[src/design/link_cfg_defs.svh]
// Summary of operation
// - The high-density, phase-adjust, adjust-count and adjust-direction fields always go out as zero.
// - Frames per multiframe, lanes, converters, resolution, total bits and samples per frame are sent as value minus one.
// - Frames per multiframe defaults to 3 and takes the programmed forced value while force-K is set.
// - Each lane reports its default identifier 1 to 8 unless its override enable selects the programmed identifier.
// - The resolution is set by the resolution control to 10, 12, 14 or 16 bits, default 12.
// - Total bits per sample follows the packing mode, serialization factor and lanes setting, default 12.
// - Samples per converter per frame is fixed at one.
// - The scrambler field reports the scrambler enable control, default off.
// - Each lane carries a computed 8-bit checksum unless its override enable selects the programmed checksum.
// - With version control enabled, version 000 reports 000 with subclass 000 and version 001 reports 001.
// - In version 001 with version control enabled, subclass settings 000, 001 and 010 are reported as given.
// - With version control disabled the settings are ignored and version 001 subclass 001 is reported.
// - After reset the configuration is 12-bit resolution and serialization, four converters per lane, normal packing.
`ifndef LINK_CFG_DEFS_SVH
`define LINK_CFG_DEFS_SVH

`define ADDR_CTRL         12'h000
`define ADDR_IDS          12'h004
`define ADDR_STATUS       12'h008
`define ADDR_LANE_BASE    12'h020
`define ADDR_LANE_LAST    12'h03c

`define CTRL_RESET        32'h0015_1800
`define CTRL_WMASK        32'h007f_ffff
`define IDS_WMASK         32'h0000_0fff
`define LANE_WMASK        32'h0001_ff9f

`define C_LINK_EN         0
`define C_PAR_DIS         1
`define C_VER_OVR         2
`define C_VER_LO          3
`define C_SUB_LO          6
`define C_SCR             9
`define C_FORCE_K         10
`define C_KVAL_LO         11
`define C_RES_LO          16
`define C_SER_LO          18
`define C_NAL_LO          20
`define C_SINGLE          22

`define IDS_BID_LO        8

`define LN_LID_EN         7
`define LN_CHK_LO         8
`define LN_CHK_EN         16
`define LN_CALC_LO        24

`define NUM_LANES         8
`define NUM_CONVERTERS    8'd16
`define K_DEFAULT         5'd3
`define SAMPLES_PER_FRAME 5'd1
`define BITS_BASE         5'd10
`define BITS_SINGLE       5'd16
`define BITS_PAD_LOW      5'd12
`define BITS_PAD_HIGH     5'd16
`define CODE_SER_14       2'd2
`define VER_A             3'b000
`define VER_B             3'b001
`define SUBCLASS_1        3'b001

`endif

[src/design/link_cfg_pkg.sv]
package link_cfg_pkg;

    typedef enum logic [1:0] {
        ADC_PER_LANE_2 = 2'd0,
        ADC_PER_LANE_4 = 2'd1,
        ADC_PER_LANE_8 = 2'd2
    } adcs_per_lane_t;

    typedef enum logic [1:0] {
        APB_IDLE   = 2'b00,
        APB_SETUP  = 2'b01,
        APB_ACCESS = 2'b11
    } apb_state_t;

    typedef struct packed {
        logic [7:0] did;
        logic [3:0] bid;
        logic [3:0] adjcnt;
        logic [4:0] lid;
        logic       phadj;
        logic       adjdir;
        logic       scr;
        logic [4:0] l;
        logic [7:0] f;
        logic [4:0] k;
        logic [7:0] m;
        logic [1:0] cs;
        logic [4:0] n;
        logic [2:0] subclassv;
        logic [4:0] np;
        logic [2:0] jesdv;
        logic [4:0] s;
        logic       hd;
        logic [4:0] cf;
        logic [7:0] res1;
        logic [7:0] res2;
        logic [7:0] fchk;
    } ila_fields_t;

    typedef struct packed {
        logic [11:0] paddr;
        logic        psel;
        logic        penable;
        logic        pwrite;
        logic [31:0] pwdata;
    } apb_req_t;

endpackage : link_cfg_pkg

[src/design/link_cfg_params.sv]
`timescale 1ns/1ns
`include "link_cfg_defs.svh"

module link_cfg_params
    import link_cfg_pkg::*;
(
    input  wire  logic                      pclk,
    input  wire  logic                      presetn,
    input  wire  apb_req_t                  apb_req,
    output logic                            pready,
    output logic [31:0]                     prdata,
    output logic                            pslverr,
    output logic                            serial_link_enable,
    output logic                            parallel_output_disable,
    output logic [`NUM_LANES-1:0]           lane_active,
    output ila_fields_t [`NUM_LANES-1:0]    lane_cfg
);

    // ==========================================================
    // Register file
    // ==========================================================
    logic [31:0]                 ctrl;
    logic [31:0]                 ids;
    logic [31:0]                 lane_reg      [`NUM_LANES];
    logic [31:0]                 next_ctrl;
    logic [31:0]                 next_ids;
    logic [31:0]                 next_lane_reg [`NUM_LANES];
    logic [31:0]                 next_prdata;
    logic                        next_pslverr;
    apb_state_t                  apb_state;
    apb_state_t                  next_apb_state;
    logic                        setup_phase;
    logic                        write_done;
    logic                        addr_is_lane;
    logic [2:0]                  lane_sel;
    logic [31:0]                 status_word;
    logic [7:0]                  calc_chk      [`NUM_LANES];
    logic                        hit_ctrl;
    logic                        hit_ids;
    logic                        hit_status;

    assign setup_phase  = apb_req.psel && !apb_req.penable;
    assign pready       = apb_req.psel && apb_req.penable;
    assign write_done   = pready && apb_req.pwrite && !pslverr;
    assign hit_ctrl     = apb_req.paddr == `ADDR_CTRL;
    assign hit_ids      = apb_req.paddr == `ADDR_IDS;
    assign hit_status   = apb_req.paddr == `ADDR_STATUS;
    assign addr_is_lane = (apb_req.paddr >= `ADDR_LANE_BASE) && (apb_req.paddr <= `ADDR_LANE_LAST)
                          && (apb_req.paddr[1:0] == 2'b00);
    assign lane_sel     = apb_req.paddr[4:2];

    // Read data and error are captured in the setup cycle so they stand as flops in the access cycle.
    always_comb begin
        next_prdata  = prdata;
        next_pslverr = pslverr;
        case (apb_state)
            APB_IDLE,
            APB_SETUP,
            APB_ACCESS: begin
                next_apb_state = apb_req.psel ? (apb_req.penable ? APB_ACCESS : APB_SETUP) : APB_IDLE;
            end
            default: begin
                next_apb_state = APB_IDLE;
            end
        endcase
        if (setup_phase) begin
            next_pslverr = 1'b0;
            next_prdata  = 32'h0000_0000;
            if (hit_ctrl) begin
                next_prdata = ctrl;
            end else if (hit_ids) begin
                next_prdata = ids;
            end else if (hit_status) begin
                next_prdata = status_word;
            end else if (addr_is_lane) begin
                next_prdata = lane_reg[lane_sel];
                next_prdata[31:`LN_CALC_LO] = calc_chk[lane_sel];
            end else begin
                next_pslverr = 1'b1;
            end
        end
    end

    always_ff @(posedge pclk or negedge presetn) begin
        if (!presetn) begin
            apb_state <= APB_IDLE;
            prdata    <= 32'h0000_0000;
            pslverr   <= 1'b0;
        end else begin
            apb_state <= next_apb_state;
            prdata    <= next_prdata;
            pslverr   <= next_pslverr;
        end
    end

    // A write lands at the edge that ends an access cycle without error.
    always_comb begin
        next_ctrl = ctrl;
        next_ids  = ids;
        for (int i = 0; i < `NUM_LANES; i++) begin
            next_lane_reg[i] = lane_reg[i];
        end
        if (write_done) begin
            if (hit_ctrl) begin
                next_ctrl = apb_req.pwdata & `CTRL_WMASK;
            end else if (hit_ids) begin
                next_ids = apb_req.pwdata & `IDS_WMASK;
            end else if (addr_is_lane) begin
                next_lane_reg[lane_sel] = apb_req.pwdata & `LANE_WMASK;
            end
        end
    end

    always_ff @(posedge pclk or negedge presetn) begin
        if (!presetn) begin
            ctrl <= `CTRL_RESET;
            ids  <= 32'h0000_0000;
            for (int i = 0; i < `NUM_LANES; i++) begin
                lane_reg[i] <= 32'h0000_0000;
            end
        end else begin
            ctrl <= next_ctrl;
            ids  <= next_ids;
            for (int i = 0; i < `NUM_LANES; i++) begin
                lane_reg[i] <= next_lane_reg[i];
            end
        end
    end

    // ==========================================================
    // Link parameter derivation
    // ==========================================================
    logic [1:0]     res_code;
    logic [1:0]     ser_code;
    adcs_per_lane_t nal;
    logic [4:0]     conv_bits;
    logic [4:0]     ser_bits;
    logic [4:0]     total_bits;
    logic [4:0]     num_lanes;
    logic [7:0]     octets;
    logic [4:0]     k_val;
    logic [2:0]     ver_field;
    logic [2:0]     sub_field;
    logic [7:0]     adc_count;

    assign res_code = ctrl[`C_RES_LO+1:`C_RES_LO];
    assign ser_code = ctrl[`C_SER_LO+1:`C_SER_LO];
    assign nal      = adcs_per_lane_t'(ctrl[`C_NAL_LO+1:`C_NAL_LO]);

    always_comb begin
        conv_bits = `BITS_BASE + {2'b00, res_code, 1'b0};
        ser_bits  = `BITS_BASE + {2'b00, ser_code, 1'b0};
        case (nal)
            ADC_PER_LANE_2: begin
                adc_count  = 8'd2;
                num_lanes  = 5'd8;
                total_bits = (ser_code < `CODE_SER_14) ? `BITS_PAD_LOW : `BITS_PAD_HIGH;
            end
            ADC_PER_LANE_8: begin
                adc_count  = 8'd8;
                num_lanes  = 5'd2;
                total_bits = ser_bits;
            end
            default: begin
                adc_count  = 8'd4;
                num_lanes  = 5'd4;
                total_bits = ser_bits;
            end
        endcase
        if (ctrl[`C_SINGLE]) begin
            total_bits = `BITS_SINGLE;
        end
        // Octets per frame is converters per lane times total bits over eight.
        octets = 8'((16'(adc_count) * 16'(total_bits)) >> 3);
        k_val  = ctrl[`C_FORCE_K] ? ctrl[`C_KVAL_LO+4:`C_KVAL_LO] : `K_DEFAULT;
    end

    // ==========================================================
    // Version and subclass
    // ==========================================================
    always_comb begin
        ver_field = `VER_B;
        sub_field = `SUBCLASS_1;
        if (ctrl[`C_VER_OVR]) begin
            case (ctrl[`C_VER_LO+2:`C_VER_LO])
                `VER_A: begin
                    ver_field = `VER_A;
                    sub_field = `VER_A;
                end
                default: begin
                    ver_field = ctrl[`C_VER_LO+2:`C_VER_LO];
                    sub_field = ctrl[`C_SUB_LO+2:`C_SUB_LO];
                end
            endcase
        end
    end

    assign status_word = {1'b0, sub_field, 1'b0, ver_field, 3'b000, k_val - 5'd1,
                          3'b000, total_bits - 5'd1, octets - 8'd1};

    // ==========================================================
    // Checksum
    // ==========================================================
    function automatic logic [7:0] field_sum(input ila_fields_t v);
        logic [7:0] acc;
        acc = v.did;
        acc = acc + 8'(v.bid);
        acc = acc + 8'(v.adjcnt);
        acc = acc + 8'(v.lid);
        acc = acc + 8'(v.phadj);
        acc = acc + 8'(v.adjdir);
        acc = acc + 8'(v.scr);
        acc = acc + 8'(v.l);
        acc = acc + v.f;
        acc = acc + 8'(v.k);
        acc = acc + v.m;
        acc = acc + 8'(v.cs);
        acc = acc + 8'(v.n);
        acc = acc + 8'(v.subclassv);
        acc = acc + 8'(v.np);
        acc = acc + 8'(v.jesdv);
        acc = acc + 8'(v.s);
        acc = acc + 8'(v.hd);
        acc = acc + 8'(v.cf);
        return acc;
    endfunction : field_sum

    // ==========================================================
    // Per-lane fields and checksum
    // ==========================================================
    ila_fields_t [`NUM_LANES-1:0] next_lane_cfg;
    logic        [`NUM_LANES-1:0] next_lane_active;

    genvar g;
    generate
        for (g = 0; g < `NUM_LANES; g++) begin : g_lane
            ila_fields_t f;
            logic [7:0]  sum;
            always_comb begin
                f           = '0;
                f.adjcnt    = '0;
                f.phadj     = 1'b0;
                f.adjdir    = 1'b0;
                f.hd        = 1'b0;
                f.cs        = '0;
                f.cf        = '0;
                f.res1      = '0;
                f.res2      = '0;
                f.did       = ids[7:0];
                f.bid       = ids[`IDS_BID_LO+3:`IDS_BID_LO];
                f.lid       = lane_reg[g][`LN_LID_EN] ? lane_reg[g][4:0] : 5'(g + 1);
                f.scr       = ctrl[`C_SCR];
                f.l         = num_lanes - 5'd1;
                f.f         = octets - 8'd1;
                f.k         = k_val - 5'd1;
                f.m         = `NUM_CONVERTERS - 8'd1;
                f.n         = conv_bits - 5'd1;
                f.np        = total_bits - 5'd1;
                f.s         = `SAMPLES_PER_FRAME - 5'd1;
                f.subclassv = sub_field;
                f.jesdv     = ver_field;
                sum = field_sum(f);
                f.fchk = lane_reg[g][`LN_CHK_EN] ? lane_reg[g][`LN_CHK_LO+7:`LN_CHK_LO] : sum;
                next_lane_cfg[g] = f;
            end
            assign calc_chk[g] = sum;
            // Lanes beyond the count in use stay idle: 8 lanes all, 4 every other, 2 every fourth.
            // The spare code falls to the default branch and runs as four converters per lane.
            always_comb begin
                case (nal)
                    ADC_PER_LANE_2: begin
                        next_lane_active[g] = 1'b1;
                    end
                    ADC_PER_LANE_8: begin
                        next_lane_active[g] = ((g % 4) == 0);
                    end
                    default: begin
                        next_lane_active[g] = ((g % 2) == 0);
                    end
                endcase
            end
        end
    endgenerate

    // ==========================================================
    // Output registers
    // ==========================================================
    always_ff @(posedge pclk or negedge presetn) begin
        if (!presetn) begin
            lane_cfg                <= '0;
            lane_active             <= '0;
            serial_link_enable      <= 1'b0;
            parallel_output_disable <= 1'b0;
        end else begin
            lane_cfg                <= next_lane_cfg;
            lane_active             <= next_lane_active;
            serial_link_enable      <= ctrl[`C_LINK_EN];
            parallel_output_disable <= ctrl[`C_PAR_DIS];
        end
    end

endmodule : link_cfg_params

[config.mk]
export PLATFORM = sky130hd
export DESIGN_NAME = link_cfg_params
export DESIGN_NICKNAME = d
export VERILOG_FILES = /design/src/design/link_cfg_pkg.sv /design/src/design/link_cfg_params.sv
export VERILOG_INCLUDE_DIRS = /design/src /design/src/design
export SDC_FILE = /design/constraint.sdc
export NUM_CORES = 1
export LEC_CHECK = 0
export BUFFER_PORTS_ARGS = -buffer_cell sky130_fd_sc_hd__buf_2
export CAP_MARGIN = 40
export CORE_AREA = 2 2 357 359
export CTS_BUF_LIST = sky130_fd_sc_hd__clkbuf_16
export CTS_CLUSTER_SIZE = 24
export DETAILED_ROUTE_END_ITERATION = 7
export DIE_AREA = 0 0 359 361
export HOLD_SLACK_MARGIN = 0.08
export MAX_ROUTING_LAYER = met4
export SYNTH_ARGS = -nofsm -noshare
export SYNTH_HDL_FRONTEND = slang
export SYNTH_SLANG_ARGS = --single-unit
[constraint.sdc]
create_clock -name pclk -period 10.04 [get_ports pclk]
set_input_delay 0 -clock pclk [delete_from_list [all_inputs] [get_ports pclk]]
set_output_delay 0 -clock pclk [all_outputs]
set_load 0.005 [all_outputs]
# == After elaboration in Yosys (flattened, before gate mapping) ==
# Index checks and enable logic that the tools add are counted.
# Widths: inputs -> output; s select.
# totals
wordCells,203
output_inout_bits,868
latch_bits,0
ramBits,0
romBits,0
register_bits,486
inputBits,49
n_memories,0
# classes
eq_ne,3
n_lt_le_gt_ge,5
n_addsub,88
n_mul,1
n_bitwise,3
reduce_logical,16
div,0
mux,45
n_shift,0
# ops
operator,count
$add 8x5->8,40
$bwmux 256,1
$mux 32,5
$add 8x3->8,16
$bmux 32 s3,1
$demux 32 s3,1
$mux 8,10
$add 8x1->8,8
$add 8x4->8 const B,8
$add 8x8->8,8
$mux 5,12
$mux 24,2
$bmux 8 s3,1
$sub 5x1->5 const B,4
$pmux 4 s2,2
$eq 12x3->1 const B,1
$eq 12x4->1 const B,1
$ge 12x6->1 const B,1
$le 12x6->1 const B,1
$logic_not 12->1,1
$mux 3,4
$mul 8x5->11,1
$add 4x3->5 const A,2
$add 8x4->8,1
15 further kinds,29

# == Depth between registers and ports, before layout ==
# Gate-level depths: netlist (run 1).
# depth
word_depth,20
ltp_mapped,28
depth_no_buf,28

# == Worst setup path after synthesis (run 1) ==
# Ideal clock, no wire load.
# synth_timing
kind,register to register
from,reg ctrl[20]
to,reg prdata[31]
required_time_ns,9.918
arrival_ns,7.779
path_buffers,1
setup_time_ns,0.122
path_slack_ns,2.138
path_stages_with_launch,28
period_less_slack_ns,7.902
path_cell_list,dfstp_2 > clkbuf_1 > nor2b_1 > inv_1 > nor3b_1 > fa_1 > ha_1 > ha_1 > fa_1 > xor2_2 > xnor2_1 > fa_1 > inv_1 > ha_1 > xor2_1 > ha_1 > inv_1 > fa_1 > inv_1 > ha_1 > or3_1 > o221ai_1 > nor3b_1 > a311oi_1 > o22ai_1 > o31ai_2 > xor2_1 > o21ai_1
# synth_rtl
item,line_no,text
"start, declared",link_cfg_params.sv:22,logic [31:0] ctrl;
"start signal, assigned",link_cfg_params.sv:116,ctrl <= `CTRL_RESET;
"start signal, assigned",link_cfg_params.sv:122,ctrl <= next_ctrl;
"end signal, assigned",link_cfg_params.sv:91,prdata <= next_prdata;
"end, declared",link_cfg_params.sv:11,"output logic [31:0] prdata,"

==> results.txt, run 1 <==
- Routability-driven placement finished with a final weighted congestion of 0.943.
* Drt via density: 4.10
- Setup-failing EPs final: 0
- Standard-cell rows: 130
* Number of antenna violations at the first check in global routing: 21
* Final antenna-violating net count: 0
- Clock Pin Slew Worst Setup and Hold Paths: 0.07 ns
- For this design the static power due to leakage is between 15 and 20 nW.
- Total via count after detailed routing: 18500
* Share of layout cells above drive strength 1: a little under a third
* Number of gates resized after CTS: 0
- After synthesis, the share of flip-flops with an asynchronous set or reset is 100%.
- Worst slack at placement: 1.51 ns
- Number of clock buffers inserted by TritonCTS: 36
- Port buffering added slightly below 600 buffers.
- The internal portion of the total power is 0.00227 W.
- Sequential elements use between 30% and 40% of the synthesized area.
- Tightest slew margin relative to the limit: ~29%
- Hold Path End: prdata[1]
- Setup repair after global routing missed its margin: no
- Biggest fanout along the worst timing path: 10
- Reg-to-reg critical path startpoint: ctrl[21]
- The pre-antenna-repair detailed-routing pass consisted of 8 iterations.
- After the first detailed-routing iteration, the DRC count stood at 1543.
- The final layout contains routed wiring with a total length of ~100000 µm.
- Counting every instance in the synthesized netlist gives 2533.
* Worst flop-to-flop path endpoint: prdata[31]
- Cell with the most instances after synthesis: sky130_fd_sc_hd__buf_4
- Among the stages of the critical path, the cell type that occurs most often is sky130_fd_sc_hd__fa_1.
* Global-route total usage across every layer: 15.3%
- The mapped netlist covers 0.0263 mm².
- By area the synthesized netlist is led by sky130_fd_sc_hd__dfrtp_1, sky130_fd_sc_hd__buf_4, sky130_fd_sc_hd__fa_1.
- The design draws 0.00322 W.
* Top layer reached by signal wires: met4
- Hold buffer count at CTS: 31
* Count of different cell masters after synthesis: 73
- Number of warnings printed during yosys synthesis: 0
* Slew Viols, Final: 0
- After the last flow step, the layout net total stands at 3128.
- Average cell area after synthesis: ~10 µm²
- sky130_fd_sc_hd__dfrtp_1 takes more of the synthesized area than any other cell.
- Compared with the post-synthesis result, the final layout area differs by 11.3%.
* Overall die width: approximately 360 µm
* GRT overflow: 0
* Switching portion of total power: between 20% and 30%
- In the synthesized netlist, the cells that appear most often are sky130_fd_sc_hd__buf_4, sky130_fd_sc_hd__dfrtp_1, sky130_fd_sc_hd__inv_1.
- Kind of launch point of the worst setup path: register
- TritonCTS Sinks: 337
- The total count of hold-check failures in the final report came to 0.
* WL met3: ~8000 µm
- Counting cells, the worst reg-to-reg path comes to 25.
- After detailed routing, the number of remaining DRC violations is 0.
- Standard cell with the maximum stage delay on the critical path: sky130_fd_sc_hd__fa_1
- Post-route clock period utilization: around 84%
* PnR worst setup slack: around 1.6 ns
- The H-tree was split into 2 levels.
- Critical path capture point type: register
- Core footprint: roughly 0.13 mm²
- Portion of total power attributed to sequential cells: 44.3%
- The number of global-route vias before repair was approximately 17000.
- Die Footprint: 0.130 mm²
* Pin count of the biggest net entering global routing: between 60 and 70
* Launching element of the worst setup path: ctrl[21]
- Worst setup slack for register-to-register paths: 1.56 ns
* Least-Margin Pin Slew: 1.07 ns
- Half-perimeter wire length after detailed placement: between 80000 and 90000 µm
* Setup Skew: between 0.03 and 0.04 ns
- Final Critical Period: between 8 and 9 ns
- Proportion of power drawn by combinational gates: between 10 and 15%
* Post-CTS Setup Repair Bufs: 0
* First-pass GRT wire length: 137000 µm
- Leading register cell type out of synthesis: sky130_fd_sc_hd__dfrtp_1
- For this run, the slowest stage of the critical path takes ~0.63 ns.
* Synth Register Bits: ~340
- Met2 wire length: around 48000 µm
- Yosys mapped a number of flops with a built-in enable equal to 0.
- Worst Hold Slack: between 0.1 and 0.15 ns
- Sum of negative setup slack: 0 ns
* Count of maximum capacitance violations: 0
- During I/O placement, the number of pins put on the boundary was 917.
- IR analysis of the VDD net gives a maximum drop of 0.000109 V.
* Max reg flops: around 150
* Status: finished clean
- Latest clock arrival within the worst-skew pair: about 0.56 ns
- Highest attainable clock frequency: roughly 0.12 GHz
- Worst Path Class, Setup: reg2reg
- In this run the vertical extent of the chip is 361 µm.
- Routed metal-1 wire length: 40600 µm
* Count of cells along the worst hold path: 4
* Total net switching power: 0.000948 W
- The worst hold path begins at apb_req[39].
- Clock tree from TritonCTS: yes
* Part of the power in the clock network: between 40% and 50%
- After detailed placement, the design holds a cell count of 4395.
- After detailed routing, the average wire length per cell comes to 22.4 µm.
- The path class of the tightest hold or removal check is in2reg.
- In this run the clock root is driven by a sky130_fd_sc_hd__clkbuf_16.
- Once the floorplan was initialized, standard cells occupied between 20% and 30% of the core.
* Clock Tree Buf Depth: 3
- Power density over the cells: about 110 mW/mm²
* Final Instance Count excl. Fillers: roughly 4500
- STA puts the critical path data arrival time at around 8.9 ns.
* Fraction of synthesized cell area taken by the top area cell type: between 30% and 40%
- At the worst endpoint, the required time is around 10 ns.
power by group through the flow:
stage	clock network, W	logic (W)	registers (W)
floorplan	0	0.000338	0.00144
global placement	0	0.000452	0.00146
detailed placement	0	0.000458	0.00145
CTS	0.00134	0.000476	0.00143
global route	0.00139	0.000521	0.00143
finish	0.00132	0.000479	0.00143
cell usage in the layout, fill, tap and decap left out, types with 11 or more instances in the layout:
| master | n |
|---|---|
| sky130_fd_sc_hd__buf_4 | 23 |
| sky130_fd_sc_hd__and2_1 | 26 |
| sky130_fd_sc_hd__inv_1 | 257 |
| sky130_fd_sc_hd__mux2_2 | 103 |
| sky130_fd_sc_hd__o21ai_0 | 97 |
| sky130_fd_sc_hd__mux4_2 | 40 |
| sky130_fd_sc_hd__conb_1 | 333 |
| sky130_fd_sc_hd__fa_1 | 147 |
| sky130_fd_sc_hd__nor2_1 | 97 |
| sky130_fd_sc_hd__nor3_1 | 12 |
| sky130_fd_sc_hd__o22ai_1 | 19 |
| sky130_fd_sc_hd__o21ai_1 | 11 |
| sky130_fd_sc_hd__nand2_1 | 151 |
| sky130_fd_sc_hd__nor2b_1 | 15 |
| sky130_fd_sc_hd__o21a_1 | 18 |
| sky130_fd_sc_hd__xor2_1 | 48 |
| sky130_fd_sc_hd__nand2b_1 | 22 |
| sky130_fd_sc_hd__dlygate4sd3_1 | 30 |
| sky130_fd_sc_hd__buf_2 | 587 |
| sky130_fd_sc_hd__buf_8 | 11 |
| sky130_fd_sc_hd__xnor2_1 | 23 |
| sky130_fd_sc_hd__clkbuf_16 | 36 |
| sky130_fd_sc_hd__mux2_1 | 58 |
| sky130_fd_sc_hd__ha_1 | 115 |
| sky130_fd_sc_hd__dfrtp_1 | 331 |
| sky130_fd_sc_hd__a21oi_1 | 41 |
critical path, delay by kind of cell, from the launching register on:
family	cells	cell delay, ns
DFF	1	0.49
xor gates and xnor gates	2	0.78
adders and majority gates	9	3.90
and+or+nand+nor	4	0.95
AOI/OAI and AO/OA	5	1.43
buffers and inverters	5	0.81
per-stage QoR:
| step | util (%) | cell area, µm² |
|---|---|---|
| 6_report | 23.3 | 29200 |
| 5_1_grt | 23.3 | 29200 |
| 4_1_cts | 23.3 | 29200 |
| 3_5_place_dp | 22.1 | 27700 |
| 3_3_place_gp | 21.7 | 27300 |
| 2_1_floorplan | - | 27500 |
layer usage:
metal | track usage [%] | up-vias
li1 | - | 7776
met1 | 19.2 | 9461
met2 | 24.7 | 1073
met3 | 2.73 | 165
met4 | 5.40 | 0
met5 | - | -
logic make-up after synthesis:
family | synth area share [%]
AO/OA/AOI/OAI | 6.09
AND/OR/NAND/NOR | 7.03
multiplexers | 10.6
XOR/XNOR | 2.83
buffers and inverters | 24.4
adder cells (fa/ha/maj) | 17.0
flip-flops | 32.1
other | 0.0286
final cells by class:
type / count / area (µm²)
Inverter: 254 / 953
Multi-Input combinational cell: 1523 / 12700
Tap cell: 1650 / 2060
Sequential cell: 337 / 8440
Clock buffer: 36 / 901
Fill cell: 13500 / 96200
Clock inverter: 29 / 238
Antenna cell: 10 / 25.0
Timing Repair Buffer: 665 / 3910
worst max path at each step:
stage / endpoint / depth (start not counted) / slack (ns)
4_1_cts: prdata[31] / 25 / 1.47
2_1_floorplan: prdata[31] / 27 / 2.14
5_1_grt: prdata[31] / 25 / 1.10
3_5_place_dp: prdata[31] / 25 / 1.51
6_report: prdata[31] / 25 / 1.56
3_3_place_gp: prdata[31] / 25 / 1.61
Power figures use the tool's default switching activity.
==> run 2: changes to the inputs <==
- clock period: 10.04 -> 8.6 ns (I/O delays scaled with it)
==> results.txt, run 2 (synthesis results as in run 1) <==
- The count of standard-cell rows was 130 (unchanged).
- Top cell by count, worst path: sky130_fd_sc_hd__fa_1 (unchanged)
* Area added between synthesis and finish: 11.3% (about the same)
- Kind of launch point of the worst setup path: register (unchanged)
- The maximum level of the CTS H-tree was 2 (unchanged).
- Core footprint: 0.125 mm² (unchanged)
* Top layer reached by signal wires: met4 (unchanged)
- WP buf/inv: 5 (unchanged)
* Final wirelength: 101000 µm (about the same)
* Worst Path Class, Setup: reg2reg (unchanged)
* Largest delay contributor family on the critical path: adder cells (unchanged)
* Half-perimeter wire length after detailed placement: 82800 µm (about the same)
- The remaining antenna violation count came to 0 (unchanged).
* Initial standard-cell utilization of the core: 20.9% (unchanged)
- The iteration count of the initial detailed-routing pass is 6 (was 8).
- Fill cell count: 13600 (was 13500)
- Die span in y: 361 µm (unchanged)
- The total I/O pin count came to 917 (unchanged).
- Tightest slew margin relative to the limit: 27.8% (was 28.8%)
* Number of clock buffers inserted by TritonCTS: 35 (was 36)
- Latest clock arrival within the worst-skew pair: 0.57 ns (was 0.56 ns)
- The detail-routed net length per standard cell came to 22.3 µm (was 22.4 µm).
- The sort of element at the end of the critical path is a register (unchanged).
* TritonCTS Sinks: 337 (unchanged)
- Post-CTS Setup Repair Bufs: 0 (unchanged)
- The critical path's largest stage delay is 0.64 ns (was 0.63 ns).
- The global-route wire length before repair was 136000 µm (was 137000 µm).
- The total count of hold-check failures in the final report was 0 (unchanged).
- Leak Pwr: 15.4 nW (about the same)
- Initial detailed-routing violation count: 1473 (was 1543)
- Post-route cell area: 0.0292 mm² (about the same)
- Status: finished clean (unchanged)
- The count of vias placed by the detailed router came to 18300 (was 18500).
- Routed metal-1 wire length: 40700 µm (was 40600 µm)
* Number of gates on the worst path with buffers counted: 25 (unchanged)
- The die extent in x was 359 µm (unchanged).
- The slowest cell on the critical path is sky130_fd_sc_hd__fa_1 (unchanged).
- The die outline area is 0.130 mm² (unchanged).
- IO Port Bufs: 586 (unchanged)
- The clock tree skew after final layout is 0.0377 ns (was 0.0335 ns).
- The cell chosen for the clock root is sky130_fd_sc_hd__clkbuf_16 (unchanged).
- Hold/Removal Path Class: in2async (was in2reg)
- The amount of wire on met3 after detailed routing came to 7930 µm (was 7900 µm).
- Setup-failing EPs final: 0 (unchanged)
- The number of max-slew violations in the final report is 0 (unchanged).
* Clock tree from TritonCTS: yes (unchanged)
- Count of cells along the worst register-to-register path: 25 (unchanged)
- Biggest fanout along the worst timing path: 9 (was 10)
- The multi-input gate area in the final layout was 0.0127 mm² (unchanged).
* Most frequent cells in the layout: sky130_fd_sc_hd__buf_2, sky130_fd_sc_hd__conb_1, sky130_fd_sc_hd__dfrtp_1, sky130_fd_sc_hd__inv_1, sky130_fd_sc_hd__nand2_1 (unchanged)
* Highest attainable clock frequency: 0.128 GHz (was 0.118 GHz)
- The post-cts sizing count is 0 (unchanged).
- Post-route clock period utilization: 90.6% (was 84.5%)
* Number of global-route vias before repair: 17200 (was 17400)
* DRC violation count after routing: 0 (unchanged)
* Critical path required time: 9.09 ns (was 10.48 ns)
- Drt via density: 4.07 (was 4.10)
- The total routing resource utilization after global routing is 15.3% (about the same).
- Flip-flop and latch area: 0.00844 mm² (unchanged)
- The routability congestion estimate from global placement was 0.932 (was 0.943).
* Final Critical Period: 7.79 ns (was 8.48 ns)
- Critical Path AT: 8.28 ns (was 8.92 ns)
- Number of antenna violations at the first check in global routing: 27 (was 21)
- The largest net degree at the start of global routing is 124 (was 68).
* Cell area after placement: 0.0277 mm² (about the same)
- GRT overflow: 0 (unchanged)
- Net total in the final layout: 3128 (unchanged)
* Max reg flops: 146 (unchanged)
- The power density of the placed cells came to 129 mW/mm² (was 110 mW/mm²).
- The maximum vdd drop was 0.000143 V (was 0.000109 V).
- Hold buffer count at CTS: 29 (was 31)
- Setup repair after global routing missed its margin: no (unchanged)
- The final sum of negative setup slack came to 0 ns (unchanged).
- The number of max-cap violations came to 0 (unchanged).
* Least-Margin Pin Slew: 1.08 ns (was 1.07 ns)
* Clock Pin Slew Worst Setup and Hold Paths: 0.06 ns (was 0.07 ns)
- The wire length on met2 is 48300 µm (was 48200 µm).
- The most common cell after layout, fill and taps aside was sky130_fd_sc_hd__buf_2 (unchanged).
- The largest buffer count on any clock path is 3 (unchanged).
* Share of layout cells above drive strength 1: 30.7% (about the same)
==> run 2: routing by layer <==
metal	vias up	global-route usage (%)
li1	7788	-
met1	9313	18.8
met2	1068	24.8
met3	148	3.40
met4	0	4.95
met5	-	-
==> run 2: stage by stage <==
step	cells	utilization [%]	hold slack, ns	setup slack, ns	total power, W
floorplan	2864	-	-0.296	0.698	0.00208
global placement	4375	21.7	0.170	0.892	0.00223
detailed placement	4397	22.1	0.174	0.889	0.00223
CTS	4489	23.2	0.0967	0.831	0.00378
global route	4497	23.3	0.136	0.300	0.00390
finish	4504	23.3	0.121	0.812	0.00377
==> run 2: worst paths after layout <==
kind                       slack [ns]   startpoint                 end
hold / removal                   0.12      presetn       lane_cfg[103]
setup reg to reg                 0.81     ctrl[21]          prdata[31]
hold reg to reg                  0.41      ctrl[0]  serial_link_enable
min in group pclk                0.12  apb_req[39]           prdata[3]
setup / recovery                 0.81     ctrl[21]          prdata[31]
max in group asynchronous        7.13      presetn            ctrl[12]
==> run 2: layout make-up <==
cell class | instances | area share [%]
clock inverters | 28 | 0.925
well taps | 1650 | 7.07
flip-flops and latches | 337 | 28.9
multi-input cells | 1523 | 43.4
inverters | 254 | 3.26
clock buffers | 35 | 3.00
repair buffers | 666 | 13.3
diodes | 11 | 0.0942
==> run 2: power breakdown <==
part | switching (W) | internal (W) | leakage, nW | total [W]
Clock | 0.000690 | 0.000852 | 0.578 | 0.00154
Sequential | 0.0000266 | 0.00163 | 4.39 | 0.00166
Combinational | 0.000384 | 0.000185 | 10.4 | 0.000569
==> run 2: worst reg2reg max path, stage by stage, from the launching register on <==
cell and delay (ns):
sky130_fd_sc_hd__dfrtp_1 0.50, sky130_fd_sc_hd__nor2b_1 0.22, sky130_fd_sc_hd__buf_4 0.30, sky130_fd_sc_hd__nand2_1 0.12
sky130_fd_sc_hd__fa_1 0.55, sky130_fd_sc_hd__inv_1 0.04, sky130_fd_sc_hd__ha_1 0.18, sky130_fd_sc_hd__ha_1 0.20
sky130_fd_sc_hd__fa_1 0.50, sky130_fd_sc_hd__xnor2_1 0.30, sky130_fd_sc_hd__fa_1 0.47, sky130_fd_sc_hd__fa_1 0.50
sky130_fd_sc_hd__inv_1 0.29, sky130_fd_sc_hd__fa_1 0.65, sky130_fd_sc_hd__inv_1 0.06, sky130_fd_sc_hd__fa_1 0.57
sky130_fd_sc_hd__inv_1 0.06, sky130_fd_sc_hd__ha_1 0.24, sky130_fd_sc_hd__or3_1 0.38, sky130_fd_sc_hd__o22ai_1 0.26
sky130_fd_sc_hd__mux2i_1 0.28, sky130_fd_sc_hd__o32ai_1 0.13, sky130_fd_sc_hd__o221ai_1 0.45, sky130_fd_sc_hd__o31ai_2 0.15
sky130_fd_sc_hd__xor2_1 0.17, sky130_fd_sc_hd__o21ai_1 0.14
==> run 3: changes to the inputs <==
- CORE_AREA: 2 2 357 359 -> 8 8 352 354
- DIE_AREA: 0 0 359 361 -> 0 0 360 362
==> results.txt, run 3 (synthesis results as in run 1) <==
- Status: finished, violations left (was finished clean).
- The final reports fail on design-rule violations.
- The number of flip-flops in the largest register is 146 (unchanged).
- Setup repair after global routing missed its margin: no (unchanged)
- The remaining antenna violation count is 0 (unchanged).
* Net total in the final layout: 3118 (was 3128)
* Biggest fanout along the worst timing path: 12 (was 9)
* Flip-flop and latch area: 0.00844 mm² (unchanged)
* Drt via density: 4.15 (was 4.07)
- The total global routing overflow came to 0 (unchanged).
- Setup Skew: 0.0342 ns (was 0.0377 ns)
* Clock tree from TritonCTS: yes (unchanged)
* Setup-failing EPs final: 0 (unchanged)
- The post-detailed-placement cell area came to 0.0273 mm² (was 0.0277 mm²).
* Least-Margin Pin Slew: 1.07 ns (was 1.08 ns)
- The die extent in x was 360 µm (was 359 µm).
- Kind of launch point of the worst setup path: register (unchanged)
- Total via count after detailed routing: 18200 (was 18300)
- Power after layout: 0.00384 W (was 0.00377 W)
- Final Hold Vio Count: 0 (unchanged)
- Core footprint: 0.119 mm² (was 0.125 mm²)
- The maximum level of the CTS H-tree was 2 (unchanged).
- The cell chosen for the clock root is sky130_fd_sc_hd__clkbuf_16 (unchanged).
* TritonCTS Sinks: 337 (unchanged)
- The number of inserted filler cells in the final layout came to 12700 (was 13600).
* Initial detailed-routing violation count: 1727 (was 1473)
* Critical Path AT: 8.17 ns (was 8.28 ns)
- The largest buffer count on any clock path came to 3 (unchanged).
- The number of antenna violations at the first check in global routing was 28 (was 27).
- Worst vdd rail ir drop: 0.000127 V (was 0.000143 V)
* Initial standard-cell utilization of the core: 22.1% (was 20.9%)
- The post-DP HPWL is 85500 µm (was 82800 µm).
- Post-route clock period utilization: 90.2% (was 90.6%)
- The height of the die came to 362 µm (was 361 µm).
- Sum of negative setup slack: 0 ns (unchanged)
- The iteration count of the initial detailed-routing pass came to 8 (was 6).
* Number of global-route vias before repair: 18500 (was 17200)
* Wire per inst: 23.4 µm (was 22.3 µm)
- The routability congestion estimate from global placement is 0.945 (was 0.932).
* Die Footprint: 0.130 mm² (about the same)
* Share of layout cells above drive strength 1: 30.4% (was 30.7%)
- The power density of the placed cells came to 133 mW/mm² (was 129 mW/mm²).
- The path type of the worst setup path is reg2reg (unchanged).
- Global-route total usage across every layer: 15.5% (was 15.3%)
- Pin count of the biggest net entering global routing: 151 (was 124)
* Latest clock arrival within the worst-skew pair: 0.57 ns (about the same)
- Slew Viols, Final: 0 (unchanged)
- Highest attainable clock frequency: 0.129 GHz (was 0.128 GHz)
- Leak Pwr: 15.3 nW (was 15.4 nW)
- The time the worst path needs with I/O delays and setup is 7.75 ns (was 7.79 ns).
* Standard-cell rows: 127 (was 130)
* Worst Hold Slack: 0.133 ns (was 0.121 ns)
- Clock Pin Slew Worst Setup and Hold Paths: 0.06 ns (about the same)
* Final Core Density: 24.4% (was 23.3%)
* Number of clock buffers inserted by TritonCTS: 36 (was 35)
- Critical path capture point type: register (unchanged)
- The post-route cell area is 0.0289 mm² (was 0.0292 mm²).
* IO Port Bufs: 586 (unchanged)
- The worst hold path class is in2reg (was in2async).
* Final wirelength: 103000 µm (was 101000 µm)
- The required time at the worst-slack endpoint came to 9.02 ns (was 9.09 ns).
- The number of max-cap violations is 0 (unchanged).
- The most common cell after layout, fill and taps aside was sky130_fd_sc_hd__buf_2 (unchanged).
- Most frequent cells in the layout: sky130_fd_sc_hd__buf_2, sky130_fd_sc_hd__conb_1, sky130_fd_sc_hd__dfrtp_1, sky130_fd_sc_hd__inv_1, sky130_fd_sc_hd__nand2_1 (unchanged)
- The buffers inserted during post-CTS setup optimization came to 0 (unchanged).
- Tightest slew margin relative to the limit: 28.6% (was 27.8%)
* Multi-input gate area: 0.0127 mm² (about the same)
- The total I/O pin count was 917 (unchanged).
* Area added between synthesis and finish: 10.2% (was 11.3%)
- The global-route wire length before repair is 143000 µm (was 136000 µm).
- DRC violation count after routing: 2 (was 0)
[run 3: worst paths after layout]
kind | startpoint | endpoint | cells after the start | slack, ns
max reg2reg | ctrl[20] | prdata[28] | 26 | 0.85
min | apb_req[33] | prdata[30] | 5 | 0.13
max in group asynchronous | presetn | lane_cfg[795] | 5 | 6.45
min in group asynchronous | presetn | lane_cfg[395] | 4 | 0.61
max | ctrl[20] | prdata[28] | 26 | 0.85
min reg2reg | ctrl[1] | parallel_output_disable | 0 | 0.41
[run 3: per-stage QoR]
step           setup WS, ns  std cells
4_1_cts               0.801       4380
5_1_grt               0.360       4394
2_1_floorplan         0.698       2864
6_report              0.845       4399
3_3_place_gp          0.913       4271
3_5_place_dp          0.829       4284
[run 3: metal layers]
metal	vias up	wire length, µm	GRT usage (%)
li1	7775	-	-
met3	185	9340	4.18
met1	9175	39600	18.4
met2	1106	49700	25.4
met4	0	4150	5.24
met5	-	0	-
[run 3: layout make-up]
cell class	instances	area share (%)
Multi-Input combinational cell	1523	43.8
Sequential cell	337	29.2
Timing Repair Buffer	655	12.7
Tap cell	1548	6.69
Inverter	254	3.29
Clock buffer	36	3.11
Clock inverter	29	1.09
Antenna cell	17	0.147
[run 3: worst max-delay path, stage by stage, from the launching register on]
cell,delay [ns]
sky130_fd_sc_hd__dfstp_2,0.65
sky130_fd_sc_hd__nor2_1,0.13
sky130_fd_sc_hd__nor3_1,0.15
sky130_fd_sc_hd__buf_4,0.16
sky130_fd_sc_hd__nand2_1,0.07
sky130_fd_sc_hd__fa_1,0.54
sky130_fd_sc_hd__inv_1,0.04
sky130_fd_sc_hd__ha_1,0.19
sky130_fd_sc_hd__ha_1,0.20
sky130_fd_sc_hd__fa_1,0.52
sky130_fd_sc_hd__xnor2_1,0.38
sky130_fd_sc_hd__fa_1,0.48
sky130_fd_sc_hd__fa_1,0.50
sky130_fd_sc_hd__inv_1,0.27
sky130_fd_sc_hd__fa_1,0.63
sky130_fd_sc_hd__inv_1,0.06
sky130_fd_sc_hd__fa_1,0.59
sky130_fd_sc_hd__inv_1,0.06
sky130_fd_sc_hd__ha_1,0.32
sky130_fd_sc_hd__o21a_1,0.19
sky130_fd_sc_hd__o31a_1,0.17
sky130_fd_sc_hd__a21oi_1,0.08
sky130_fd_sc_hd__mux4_2,0.46
sky130_fd_sc_hd__nand2_1,0.14
sky130_fd_sc_hd__a21oi_1,0.08
sky130_fd_sc_hd__a21oi_1,0.40
sky130_fd_sc_hd__o21ai_0,0.15
[run 3: timing repair]
item	4_1_cts	5_1_grt
hold buffers	31	0
resized for setup	0	0
hold endpoints to repair	281	0
[run 3: where the power goes]
group,leakage (nW),switching (W),internal [W]
logic,10.3,0.000385,0.000183
clock network,0.621,0.000687,0.000928
registers,4.39,0.0000244,0.00163
total,15.3,0.00110,0.00274
